## config.mk

```make
export PLATFORM = sky130hd
export DESIGN_NAME = lirq_err_timer_ipi
export DESIGN_NICKNAME = d
export VERILOG_FILES = /design/src/verilog/lirq_pkg.sv /design/src/verilog/lirq_err_timer_ipi.sv
export SDC_FILE = /design/constraint.sdc
export NUM_CORES = 1
export LEC_CHECK = 0
export ABC_AREA = 1
export BUFFER_PORTS_ARGS = -buffer_cell sky130_fd_sc_hd__buf_2
export CAP_MARGIN = 0
export CORE_MARGIN = 5
export CORE_UTILIZATION = 58
export DETAILED_ROUTE_END_ITERATION = 10
export GPL_TIMING_DRIVEN = 0
export PLACE_DENSITY = 0.81
export RECOVER_POWER = 25
export REMOVE_ABC_BUFFERS = 1
export SKIP_CTS_REPAIR_TIMING = 1
export SYNTH_ARGS = -nofsm -noshare
export SYNTH_HDL_FRONTEND = slang
export SYNTH_SLANG_ARGS = --single-unit
```

## constraint.sdc

```tcl
create_clock -name CLK -period 9.1 [get_ports CLK]
set_input_delay 0.91 -clock CLK [delete_from_list [all_inputs] [get_ports CLK]]
set_output_delay 0.91 -clock CLK [all_outputs]
set_load 0.05 [all_outputs]
```

## src/verilog/lirq_pkg.sv

```systemverilog
// package for the local interrupt error, timer and ipi block
// assumes a single bus clock and a word-wide register port from the core
package lirq_pkg;

    // ************************************************************
    // register offsets within the 4k window (byte addresses)
    // ************************************************************
    localparam logic [11:0] OFF_ERR_STATUS = 12'h280;
    localparam logic [11:0] OFF_CMD_LO = 12'h300;
    localparam logic [11:0] OFF_CMD_HI = 12'h310;
    localparam logic [11:0] OFF_LVT_TIMER = 12'h320;
    localparam logic [11:0] OFF_LVT_ERROR = 12'h370;
    localparam logic [11:0] OFF_INIT_COUNT = 12'h380;
    localparam logic [11:0] OFF_CUR_COUNT = 12'h390;
    localparam logic [11:0] OFF_DIV_CONFIG = 12'h3e0;

    // ************************************************************
    // field positions
    // ************************************************************
    localparam int ERR_SEND_CKSUM = 0;
    localparam int ERR_RECV_CKSUM = 1;
    localparam int ERR_SEND_ACCEPT = 2;
    localparam int ERR_RECV_ACCEPT = 3;
    localparam int ERR_SEND_VEC = 5;
    localparam int ERR_RECV_VEC = 6;
    localparam int ERR_ILL_ADDR = 7;
    localparam int LVT_MASK_BIT = 16;
    localparam int LVT_MODE_BIT = 17;
    localparam int CMD_STATUS_BIT = 12;
    localparam logic [7:0] ERR_IMPL = 8'hef;
    localparam logic [7:0] VEC_LEGAL_MIN = 8'h10;

    // ************************************************************
    // reset values
    // ************************************************************
    localparam logic [31:0] LVT_RESET = 32'h0001_0000;
    localparam logic [31:0] ZERO32 = 32'h0000_0000;
    localparam logic [3:0] DIV_RESET = 4'h0;
    localparam logic [63:0] CMD_RESET = 64'h0000_0000_0000_0000;

    // register access from the core
    typedef struct packed {
        logic wr;
        logic rd;
        logic [11:0] addr;
        logic [31:0] wdata;
    } reg_req_t;

    // interrupt delivered to the core
    typedef struct packed {
        logic valid;
        logic [7:0] vector;
    } irq_msg_t;

    // error events from the message path
    typedef struct packed {
        logic send_cksum;
        logic recv_cksum;
        logic send_accept;
        logic recv_accept;
        logic send_vec;
        logic recv_vec;
    } err_evt_t;

    typedef enum logic [1:0] {
        DLV_IDLE,
        DLV_TIMER,
        DLV_ERROR
    } dlv_state_t;

endpackage

```

## src/verilog/lirq_err_timer_ipi.sv

```systemverilog
// error status, timer, local delivery retry and ipi command logic
// assumes core register port, accept/reject answers and bus link are
// synchronous to CLK
`timescale 1ns/1ps
`default_nettype none

module lirq_err_timer_ipi
(
    // clock and reset
    input wire logic CLK,
    input wire logic RST,
    input wire logic CE,
    // register port from the core
    input wire lirq_pkg::reg_req_t REQ,
    output logic [31:0] RDATA,
    output logic RVALID,
    // error events from the message path
    input wire lirq_pkg::err_evt_t ERR_EVT,
    input wire logic [7:0] RECV_VEC,
    input wire logic RECV_VEC_VALID,
    // local interrupt to the core
    output lirq_pkg::irq_msg_t IRQ,
    input wire logic IRQ_ACCEPT,
    input wire logic IRQ_REJECT,
    // ipi send port
    output logic [63:0] IPI_CMD,
    output logic IPI_SEND,
    input wire logic IPI_DONE
);

    // ************************************************************
    // registers
    // ************************************************************
    logic [31:0] lvt_timer_q;
    logic [31:0] lvt_error_q;
    logic [31:0] init_count_q;
    logic [31:0] cur_count_q;
    logic [3:0] div_q;
    logic [7:0] err_pend_q;
    logic [7:0] err_vis_q;
    logic err_wr_last_q;
    logic [6:0] pre_q;
    logic running_q;
    logic timer_pend_q;
    logic error_pend_q;
    lirq_pkg::dlv_state_t dlv_q;

    logic [11:0] a;
    logic hit;
    logic wr_err;
    logic wr_init;
    logic tick;
    logic timer_fire;
    logic [7:0] new_err;
    logic err_raise;
    logic [6:0] pre_mask;

    assign a = REQ.addr;
    assign wr_err = CE && REQ.wr && a == lirq_pkg::OFF_ERR_STATUS;
    assign wr_init = CE && REQ.wr && a == lirq_pkg::OFF_INIT_COUNT;

    function automatic logic wr_cmd_lo_send();
        return CE && REQ.wr && a == lirq_pkg::OFF_CMD_LO
            && !IPI_CMD[lirq_pkg::CMD_STATUS_BIT];
    endfunction

    always_comb
    begin
        case (a)
            lirq_pkg::OFF_ERR_STATUS, lirq_pkg::OFF_CMD_LO,
            lirq_pkg::OFF_CMD_HI, lirq_pkg::OFF_LVT_TIMER,
            lirq_pkg::OFF_LVT_ERROR, lirq_pkg::OFF_INIT_COUNT,
            lirq_pkg::OFF_CUR_COUNT, lirq_pkg::OFF_DIV_CONFIG:
                hit = 1'b1;
            default:
                hit = 1'b0;
        endcase
    end

    // ************************************************************
    // error detection
    // ************************************************************
    always_comb
    begin
        new_err = 8'h00;
        new_err[lirq_pkg::ERR_SEND_CKSUM] = ERR_EVT.send_cksum;
        new_err[lirq_pkg::ERR_RECV_CKSUM] = ERR_EVT.recv_cksum;
        new_err[lirq_pkg::ERR_SEND_ACCEPT] = ERR_EVT.send_accept;
        new_err[lirq_pkg::ERR_RECV_ACCEPT] = ERR_EVT.recv_accept;
        // send side: ipi launched with an illegal vector
        new_err[lirq_pkg::ERR_SEND_VEC] = ERR_EVT.send_vec
            || (wr_cmd_lo_send() && REQ.wdata[7:0]
                < lirq_pkg::VEC_LEGAL_MIN);
        // receive side: message, or local timer and error entries
        new_err[lirq_pkg::ERR_RECV_VEC] = ERR_EVT.recv_vec
            || (RECV_VEC_VALID && RECV_VEC < lirq_pkg::VEC_LEGAL_MIN)
            || (dlv_q == lirq_pkg::DLV_IDLE && timer_pend_q
                && !lvt_timer_q[lirq_pkg::LVT_MASK_BIT]
                && lvt_timer_q[7:0] < lirq_pkg::VEC_LEGAL_MIN)
            || (dlv_q == lirq_pkg::DLV_IDLE && error_pend_q
                && !lvt_error_q[lirq_pkg::LVT_MASK_BIT]
                && lvt_error_q[7:0] < lirq_pkg::VEC_LEGAL_MIN);
        new_err[lirq_pkg::ERR_ILL_ADDR] = (REQ.wr || REQ.rd) && !hit;
        if (!CE || lvt_error_q[lirq_pkg::LVT_MASK_BIT])
            new_err = 8'h00;
    end

    assign err_raise = |(new_err & ~err_pend_q);

    // ************************************************************
    // error status: pending flags, visible copy, clear sequence
    // ************************************************************
    always_ff @(posedge CLK or posedge RST)
    begin
        if (RST)
        begin
            err_pend_q <= 8'h00;
            err_vis_q <= 8'h00;
            err_wr_last_q <= 1'b0;
        end
        else if (CE)
        begin
            if (wr_err && err_wr_last_q)
            begin
                // second write with no read in between clears; new events still land
                err_pend_q <= new_err;
                err_vis_q <= 8'h00;
            end
            else
            begin
                err_pend_q <= err_pend_q | new_err;
                if (wr_err)
                    err_vis_q <= (err_pend_q | new_err)
                        & lirq_pkg::ERR_IMPL;
            end
            err_wr_last_q <= wr_err || (err_wr_last_q && !REQ.rd);
        end
    end

    // ************************************************************
    // configuration registers
    // ************************************************************
    always_ff @(posedge CLK or posedge RST)
    begin
        if (RST)
        begin
            lvt_timer_q <= lirq_pkg::LVT_RESET;
            lvt_error_q <= lirq_pkg::LVT_RESET;
            init_count_q <= lirq_pkg::ZERO32;
            div_q <= lirq_pkg::DIV_RESET;
        end
        else if (CE && REQ.wr)
        begin
            case (a)
                lirq_pkg::OFF_LVT_TIMER:
                    lvt_timer_q <= REQ.wdata & 32'h0003_00ff;
                lirq_pkg::OFF_LVT_ERROR:
                    lvt_error_q <= REQ.wdata & 32'h0001_00ff;
                lirq_pkg::OFF_INIT_COUNT:
                    init_count_q <= REQ.wdata;
                lirq_pkg::OFF_DIV_CONFIG:
                    div_q <= {REQ.wdata[3], REQ.wdata[1:0], 1'b0};
                default:
                    ;
            endcase
        end
    end

    // ************************************************************
    // timer prescaler: code 111 divides by 1, others by 2^(n+1)
    // ************************************************************
    assign pre_mask = (div_q == 4'he) ? 7'h00
        : 7'(({4'h0, 3'h1} << div_q[3:1]) << 1) - 7'h01;

    assign tick = running_q && ((pre_q & pre_mask) == pre_mask);

    always_ff @(posedge CLK or posedge RST)
    begin
        if (RST)
        begin
            pre_q <= 7'h00;
        end
        else if (CE)
            pre_q <= wr_init ? 7'h00 : pre_q + 7'h01;
    end

    // ************************************************************
    // down-counter
    // ************************************************************
    assign timer_fire = tick && cur_count_q == 32'h0000_0001;

    always_ff @(posedge CLK or posedge RST)
    begin
        if (RST)
        begin
            cur_count_q <= lirq_pkg::ZERO32;
            running_q <= 1'b0;
        end
        else if (CE)
        begin
            if (wr_init)
            begin
                cur_count_q <= REQ.wdata;
                running_q <= REQ.wdata != lirq_pkg::ZERO32;
            end
            else if (timer_fire)
            begin
                if (lvt_timer_q[lirq_pkg::LVT_MODE_BIT])
                    cur_count_q <= init_count_q;
                else
                begin
                    cur_count_q <= lirq_pkg::ZERO32;
                    running_q <= 1'b0;
                end
            end
            else if (tick)
                cur_count_q <= cur_count_q - 32'h0000_0001;
        end
    end

    // ************************************************************
    // local delivery with retry on reject
    // ************************************************************
    always_ff @(posedge CLK or posedge RST)
    begin
        if (RST)
        begin
            timer_pend_q <= 1'b0;
            error_pend_q <= 1'b0;
            dlv_q <= lirq_pkg::DLV_IDLE;
            IRQ <= '0;
        end
        else if (CE)
        begin
            case (dlv_q)
                lirq_pkg::DLV_IDLE:
                begin
                    if (timer_pend_q
                        && !lvt_timer_q[lirq_pkg::LVT_MASK_BIT])
                    begin
                        IRQ.valid <= 1'b1;
                        IRQ.vector <= lvt_timer_q[7:0];
                        dlv_q <= lirq_pkg::DLV_TIMER;
                    end
                    else if (error_pend_q
                        && !lvt_error_q[lirq_pkg::LVT_MASK_BIT])
                    begin
                        IRQ.valid <= 1'b1;
                        IRQ.vector <= lvt_error_q[7:0];
                        dlv_q <= lirq_pkg::DLV_ERROR;
                    end
                end
                lirq_pkg::DLV_TIMER, lirq_pkg::DLV_ERROR:
                begin
                    if (IRQ_ACCEPT || IRQ_REJECT)
                    begin
                        // a reject leaves the source pending: retried
                        IRQ.valid <= 1'b0;
                        dlv_q <= lirq_pkg::DLV_IDLE;
                    end
                end
                default:
                    dlv_q <= lirq_pkg::DLV_IDLE;
            endcase
            // set wins over the accept that clears it
            if (timer_fire && !lvt_timer_q[lirq_pkg::LVT_MASK_BIT])
                timer_pend_q <= 1'b1;
            else if (dlv_q == lirq_pkg::DLV_TIMER && IRQ_ACCEPT)
                timer_pend_q <= 1'b0;
            if (err_raise && !lvt_error_q[lirq_pkg::LVT_MASK_BIT])
                error_pend_q <= 1'b1;
            else if (dlv_q == lirq_pkg::DLV_ERROR && IRQ_ACCEPT)
                error_pend_q <= 1'b0;
        end
    end

    // ************************************************************
    // ipi command register
    // ************************************************************
    always_ff @(posedge CLK or posedge RST)
    begin
        if (RST)
        begin
            IPI_CMD <= lirq_pkg::CMD_RESET;
            IPI_SEND <= 1'b0;
        end
        else if (CE)
        begin
            IPI_SEND <= 1'b0;
            if (REQ.wr && a == lirq_pkg::OFF_CMD_HI)
                IPI_CMD[63:32] <= REQ.wdata;
            if (wr_cmd_lo_send())
            begin
                IPI_CMD[31:0] <= REQ.wdata
                    | (32'h1 << lirq_pkg::CMD_STATUS_BIT);
                IPI_SEND <= 1'b1;
            end
            else if (IPI_DONE)
                IPI_CMD[lirq_pkg::CMD_STATUS_BIT] <= 1'b0;
        end
    end

    // ************************************************************
    // read path
    // ************************************************************
    always_ff @(posedge CLK or posedge RST)
    begin
        if (RST)
        begin
            RDATA <= lirq_pkg::ZERO32;
            RVALID <= 1'b0;
        end
        else if (CE)
        begin
            RVALID <= REQ.rd;
            case (a)
                lirq_pkg::OFF_ERR_STATUS:
                    RDATA <= {24'h000000, err_vis_q};
                lirq_pkg::OFF_CMD_LO:
                    RDATA <= IPI_CMD[31:0];
                lirq_pkg::OFF_CMD_HI:
                    RDATA <= IPI_CMD[63:32];
                lirq_pkg::OFF_LVT_TIMER:
                    RDATA <= lvt_timer_q | (32'(timer_pend_q) << 12);
                lirq_pkg::OFF_LVT_ERROR:
                    RDATA <= lvt_error_q | (32'(error_pend_q) << 12);
                lirq_pkg::OFF_INIT_COUNT:
                    RDATA <= init_count_q;
                lirq_pkg::OFF_CUR_COUNT:
                    RDATA <= cur_count_q;
                lirq_pkg::OFF_DIV_CONFIG:
                    RDATA <= {28'h0000000, div_q[3], 1'b0, div_q[2:1]};
                default:
                    RDATA <= lirq_pkg::ZERO32;
            endcase
        end
    end

endmodule

`default_nettype wire

```

== After elaboration in Yosys (flattened, before gate mapping) ==
Cells that the tools add are included.

* Register bits after elaboration: 222
* Input port bits: 67
* Output and inout port bits: 107
* Logic and storage cells: 148

* Add/subtract/negate cells: 3
* Order comparisons: 4
* Equal/unequal tests: 16
* Shifts and indexed selects: 1
* Muxes and demuxes: 30
* Bitwise gates (word level): 6
* Reductions and logical operators: 67

{| class="wikitable"
|+ Operators with widths
! kind !! count
|-
| 32-bit case mux with 8 select lines || 1
|-
| 32-bit 2-to-1 mux || 4
|-
| 12-bit by 10-bit == test with 1-bit output (second input constant) || 8
|-
| 32-bit by 1-bit == test with 1-bit output (second input constant) || 1
|-
| 8-bit by 5-bit < comparator with 1-bit output (second input constant) || 4
|-
| 8-bit 2-to-1 mux || 4
|-
| 32-bit nonzero test || 1
|-
| 32-bit by 1-bit subtractor with 32-bit output (second input constant) || 1
|-
| 1-bit logical AND || 25
|-
| 2-bit AND reduction || 11
|-
| 9-bit 2-to-1 mux || 2
|-
| 18-bit by 13-bit bitwise OR with 18-bit output || 1
|-
| 17-bit by 13-bit bitwise OR with 17-bit output || 1
|-
| 8-bit OR reduction || 2
|-
| 7-bit 2-to-1 mux || 2
|-
| 2-bit nonzero test || 7
|-
| 1-bit 2-to-1 mux || 12
|-
| 3-bit AND reduction || 3
|-
| 8-bit AND || 1
|-
| 1-bit logical OR || 8
|-
| 8-bit inverter || 1
|-
| 8-bit bitwise OR || 1
|-
| 7-bit by 1-bit adder with 7-bit output (second input constant) || 1
|-
| 7-bit AND || 1
|-
| 17 further kinds || 24
|}

== Longest topological paths before layout ==
* Depth after elaboration: 12
* Gate-level depth with buffers: 14
* Depth with buffers taken out: 13

== Worst setup path before layout ==
OpenSTA, ideal clock, no wires.

* Kind: in2reg
* Start point: input REQ[33] in the netlist's numbering
* End point: register IPI_CMD[40]
* Setup time: 118 ps
* Data arrival time: 2080 ps
* Required time: 8982 ps
* Setup slack: 6902 ps
* Stages: 10
* Buffers on the path: 1
* Cells stage by stage: inv_1 > nand3_2 > clkinv_1 > nand4_1 > nor2_1 > nand2_1 > clkbuf_1 > nor2_1 > a21oi_1 > inv_1

* Word-level cells in the longest chain between the ends: 3

{| class="wikitable"
|+ RTL lines
! what !! RTL line !! source
|-
| from (decl) || lirq_err_timer_ipi.sv:14 || <nowiki>input wire lirq_pkg::reg_req_t REQ,</nowiki>
|-
| 12-bit by 10-bit == test with 1-bit output || lirq_err_timer_ipi.sv:290 || <nowiki>if (REQ.wr && a == lirq_pkg::OFF_CMD_HI)</nowiki>
|-
| 1-bit logical AND || lirq_err_timer_ipi.sv:290 ||
|-
| 2-bit AND reduction (no line) || - ||
|-
| to (signal assigned) || lirq_err_timer_ipi.sv:284 || <nowiki>IPI_CMD <= lirq_pkg::CMD_RESET;</nowiki>
|-
| to (signal assigned) || lirq_err_timer_ipi.sv:291 || <nowiki>IPI_CMD[63:32] <= REQ.wdata;</nowiki>
|-
| to (decl) || lirq_err_timer_ipi.sv:26 || <nowiki>output logic [63:0] IPI_CMD,</nowiki>
|}

Every way passes these cells.
A chain may end at the register's enable or synchronous reset.

==> reports/results.ini <==
[logic_synthesis]
syn_area_per_cell_um2 = 7.370
synth-warning-count = 0
yosysUniqueCellTypes = 39
ys_seq_elements = 220
syn_area_mm2 = 0.01193
postSynthCellCount = 1619
ys_seq_area_share_pct = 46.16

[layout]
fillCellCount = 1713
syn2layout_area_growth_pct = 16.20
antennaDiodeCount = 0
nets = 1827
drive_gt1_share_pct = 14.46

[floorplanning]
die_w_um = 153.4
initial_core_util_pct = 58.97
dieArea_mm2 = 0.02354
io_pins = 174
fp.dieH_um = 153.4
coreArea_mm2 = 0.02023
rows = 52

[clocking]
cts_max_path_buffers = 3
cts_sinks = 220
cts_buffers = 24
htreeDepth = 1
clk_pin_slew_ns = 0.06
cts_tree = done
clock-root-buffer = clkbuf_16
insertion_delay_ns = 0.52

[timing]
slew_violations = 119
rsz0062_at_grt = false
hold_viol_final = 0
setup_slack_ns = 4.692
relSlewSlack_pct = -257.0
period_share_pct = 48.44
fin_crit_ns = 4.408
clock.fmax_mhz = 226.8
tightest_slew_ns = 5.326
setup_viol = 0
skew_ns = 0.01125
finalSetupTns_ns = 0

[power]
leakage_nw = 7.344
max-vdd-ir-drop_uv = 133.6
finalPower_mw = 2.410
p_per_area_mw_per_mm2 = 173.8

[critical_path]
crit_chain = buf_2 > clkinvlp_2
cp.required_ns = 8.76
cp_slowest_cell = clkinvlp_2
crit_fanout = 118
endpoint_kind = asynchronous set/reset pin
critical_path_class = primary input to asynchronous set/reset pin
cp_num_buf_inv = 2
cp-start-kind = primary input
arrival_ns = 4.07
max_stage_delay_ns = 2.94
cp_top_family = buffers and inverters

[place]
post-dp-hpwl_um = 23720
portBuffers = 169
place_ws_ns = 4.374
place_congestion = 0.9718

[routing]
drc = 0
vias = 11640
ant_nets = 0
vias_per_cell = 5.705
wire_per_inst_um = 17.24
drt_iter0_drc = 1202
wl_um = 35170
dr.pass1.iters = 5

[global_routing]
grtUsageTotal_pct = 29.22
grt_max_degree = 119
grt_pass1_vias = 11120
antenna_found_initial = 0
grt_pass1_wl_um = 57040
overflow = 0

[min_path]
min_path_type = flop to flop

[run_status]
violations = max-capacitance violations, max-slew violations
outcome = finished with violations

[flow_run]
cap_violations = 1

==> report_power, final <==
part / switching [mW] / internal [mW] / total, mW
Sequential: 0.0350 / 1.02 / 1.06
Clock: 0.401 / 0.651 / 1.05
Combinational: 0.218 / 0.0815 / 0.300
Total: 0.654 / 1.76 / 2.41
==> placed cells by master (no fill, tap or decap), drive strengths merged, types with 25 or more instances in the layout <==
cell / Yosys / final
nand2: 393 / 393
dfrtp: 218 / 218
inv: 214 / 213
nor2: 184 / 184
buf: 30 / 178
o21ai: 172 / 172
nand3: 123 / 123
a21oi: 83 / 83
nand4: 39 / 39
clkbuf: 41 / 38
xor2: 25 / 25
==> cells by family after synthesis <==
family / after synthesis / share of synthesized area (%)
xor+xnor: 27 / 1.982
buf+inv: 288 / 9.542
fa+ha+maj: 8 / 0.8389
flops: 220 / 46.16
simple gates: 773 / 27.95
compound gates: 303 / 13.53
==> flip-flops by register name, summed over array words and instances (netlist names), 2 cells and up <==
register and count:
IPI_CMD 64, IRQ 9, RDATA 32, cur_count_q 32, div_q 3, dlv_q 2, err_pend_q 7, err_vis_q 7
init_count_q 32, lvt_error_q 9, lvt_timer_q 10, pre_q 7
==> final timing paths <==
check                      slack, ns                     endpoint                  start  depth (start not counted)
setup / recovery                4.69        RDATA[21]$_DFFE_PP0P_                    RST                          2
hold / removal                  0.47        RDATA[30]$_DFFE_PP0P_  RDATA[30]$_DFFE_PP0P_                          2
setup reg to reg                5.24  cur_count_q[26]$_DFFE_PP0P_   div_q[2]$_DFFE_PP0P_                         12
hold reg to reg                 0.47        RDATA[30]$_DFFE_PP0P_  RDATA[30]$_DFFE_PP0P_                          2
max in group CLK                4.94  cur_count_q[26]$_DFFE_PP0P_                REQ[37]                         10
min in group asynchronous       2.04      IPI_CMD[39]$_DFFE_PP0P_                    RST                          2
==> Yosys cell counts <==
master,instances,share of area (%)
clkbuf_1,41,1.3
a31oi_1,8,0.42
o21bai_1,15,0.94
nor3_2,1,0.084
dfstp_2,2,0.44
a32oi_1,1,0.073
and3_1,1,0.052
o21ai_1,11,0.46
a21oi_1,83,3.5
o21ai_0,161,6.8
ha_1,8,0.84
nor3_1,14,0.59
xor2_1,25,1.8
nand3b_1,3,0.19
a21boi_4,1,0.16
nand3_1,116,4.9
buf_2,22,0.92
nand2_1,389,12
nor2_1,176,5.5
inv_2,7,0.22
buf_4,2,0.13
dfrtp_1,218,46
buf_1,3,0.094
nor2_2,5,0.26
o21a_1,1,0.063
nand2_2,4,0.21
nor4_1,11,0.58
inv_1,207,6.5
nand4_1,39,2.0
nand3_4,1,0.15
or2_2,2,0.10
clkinv_1,3,0.094
buf_6,3,0.28
nor3_4,2,0.27
nor2_4,3,0.28
o211ai_1,2,0.13
nand3_2,6,0.50
xnor2_1,2,0.15
o22ai_1,20,1.0
==> metal layers <==
metal	global-route usage [%]	vias to the layer above	wire length [um]
met1	41.34	5476	14830
li1	-	5484	-
met3	5.852	94	3346
met4	9.546	0	1153
met5	0	-	0
met2	45.59	585	15830
==> area by class of cell <==
class,instances,area [um^2],share of cell area [%]
inverter,217,815.8,5.883
clock buffer,38,754.5,5.441
timing repair buffer,178,1031,7.435
tap,270,337.8,2.436
multi-input combinational,1111,5314,38.32
sequential,220,5508,39.72
clock inverter,6,105.1,0.7580
==> metrics by stage <==
step	cells	util, %	cell area, um^2	hold WS (ns)
4_1_cts	2038	68.30	13820	0.4770
2_1_floorplan	1548	-	11610	0.4538
3_5_place_dp	1994	64.05	12960	0.4609
6_report	2040	68.53	13870	0.4724
3_3_place_gp	1987	63.22	12790	0.4527
5_1_grt	2040	68.53	13870	0.4857
(Power assumes the default switching activity.)
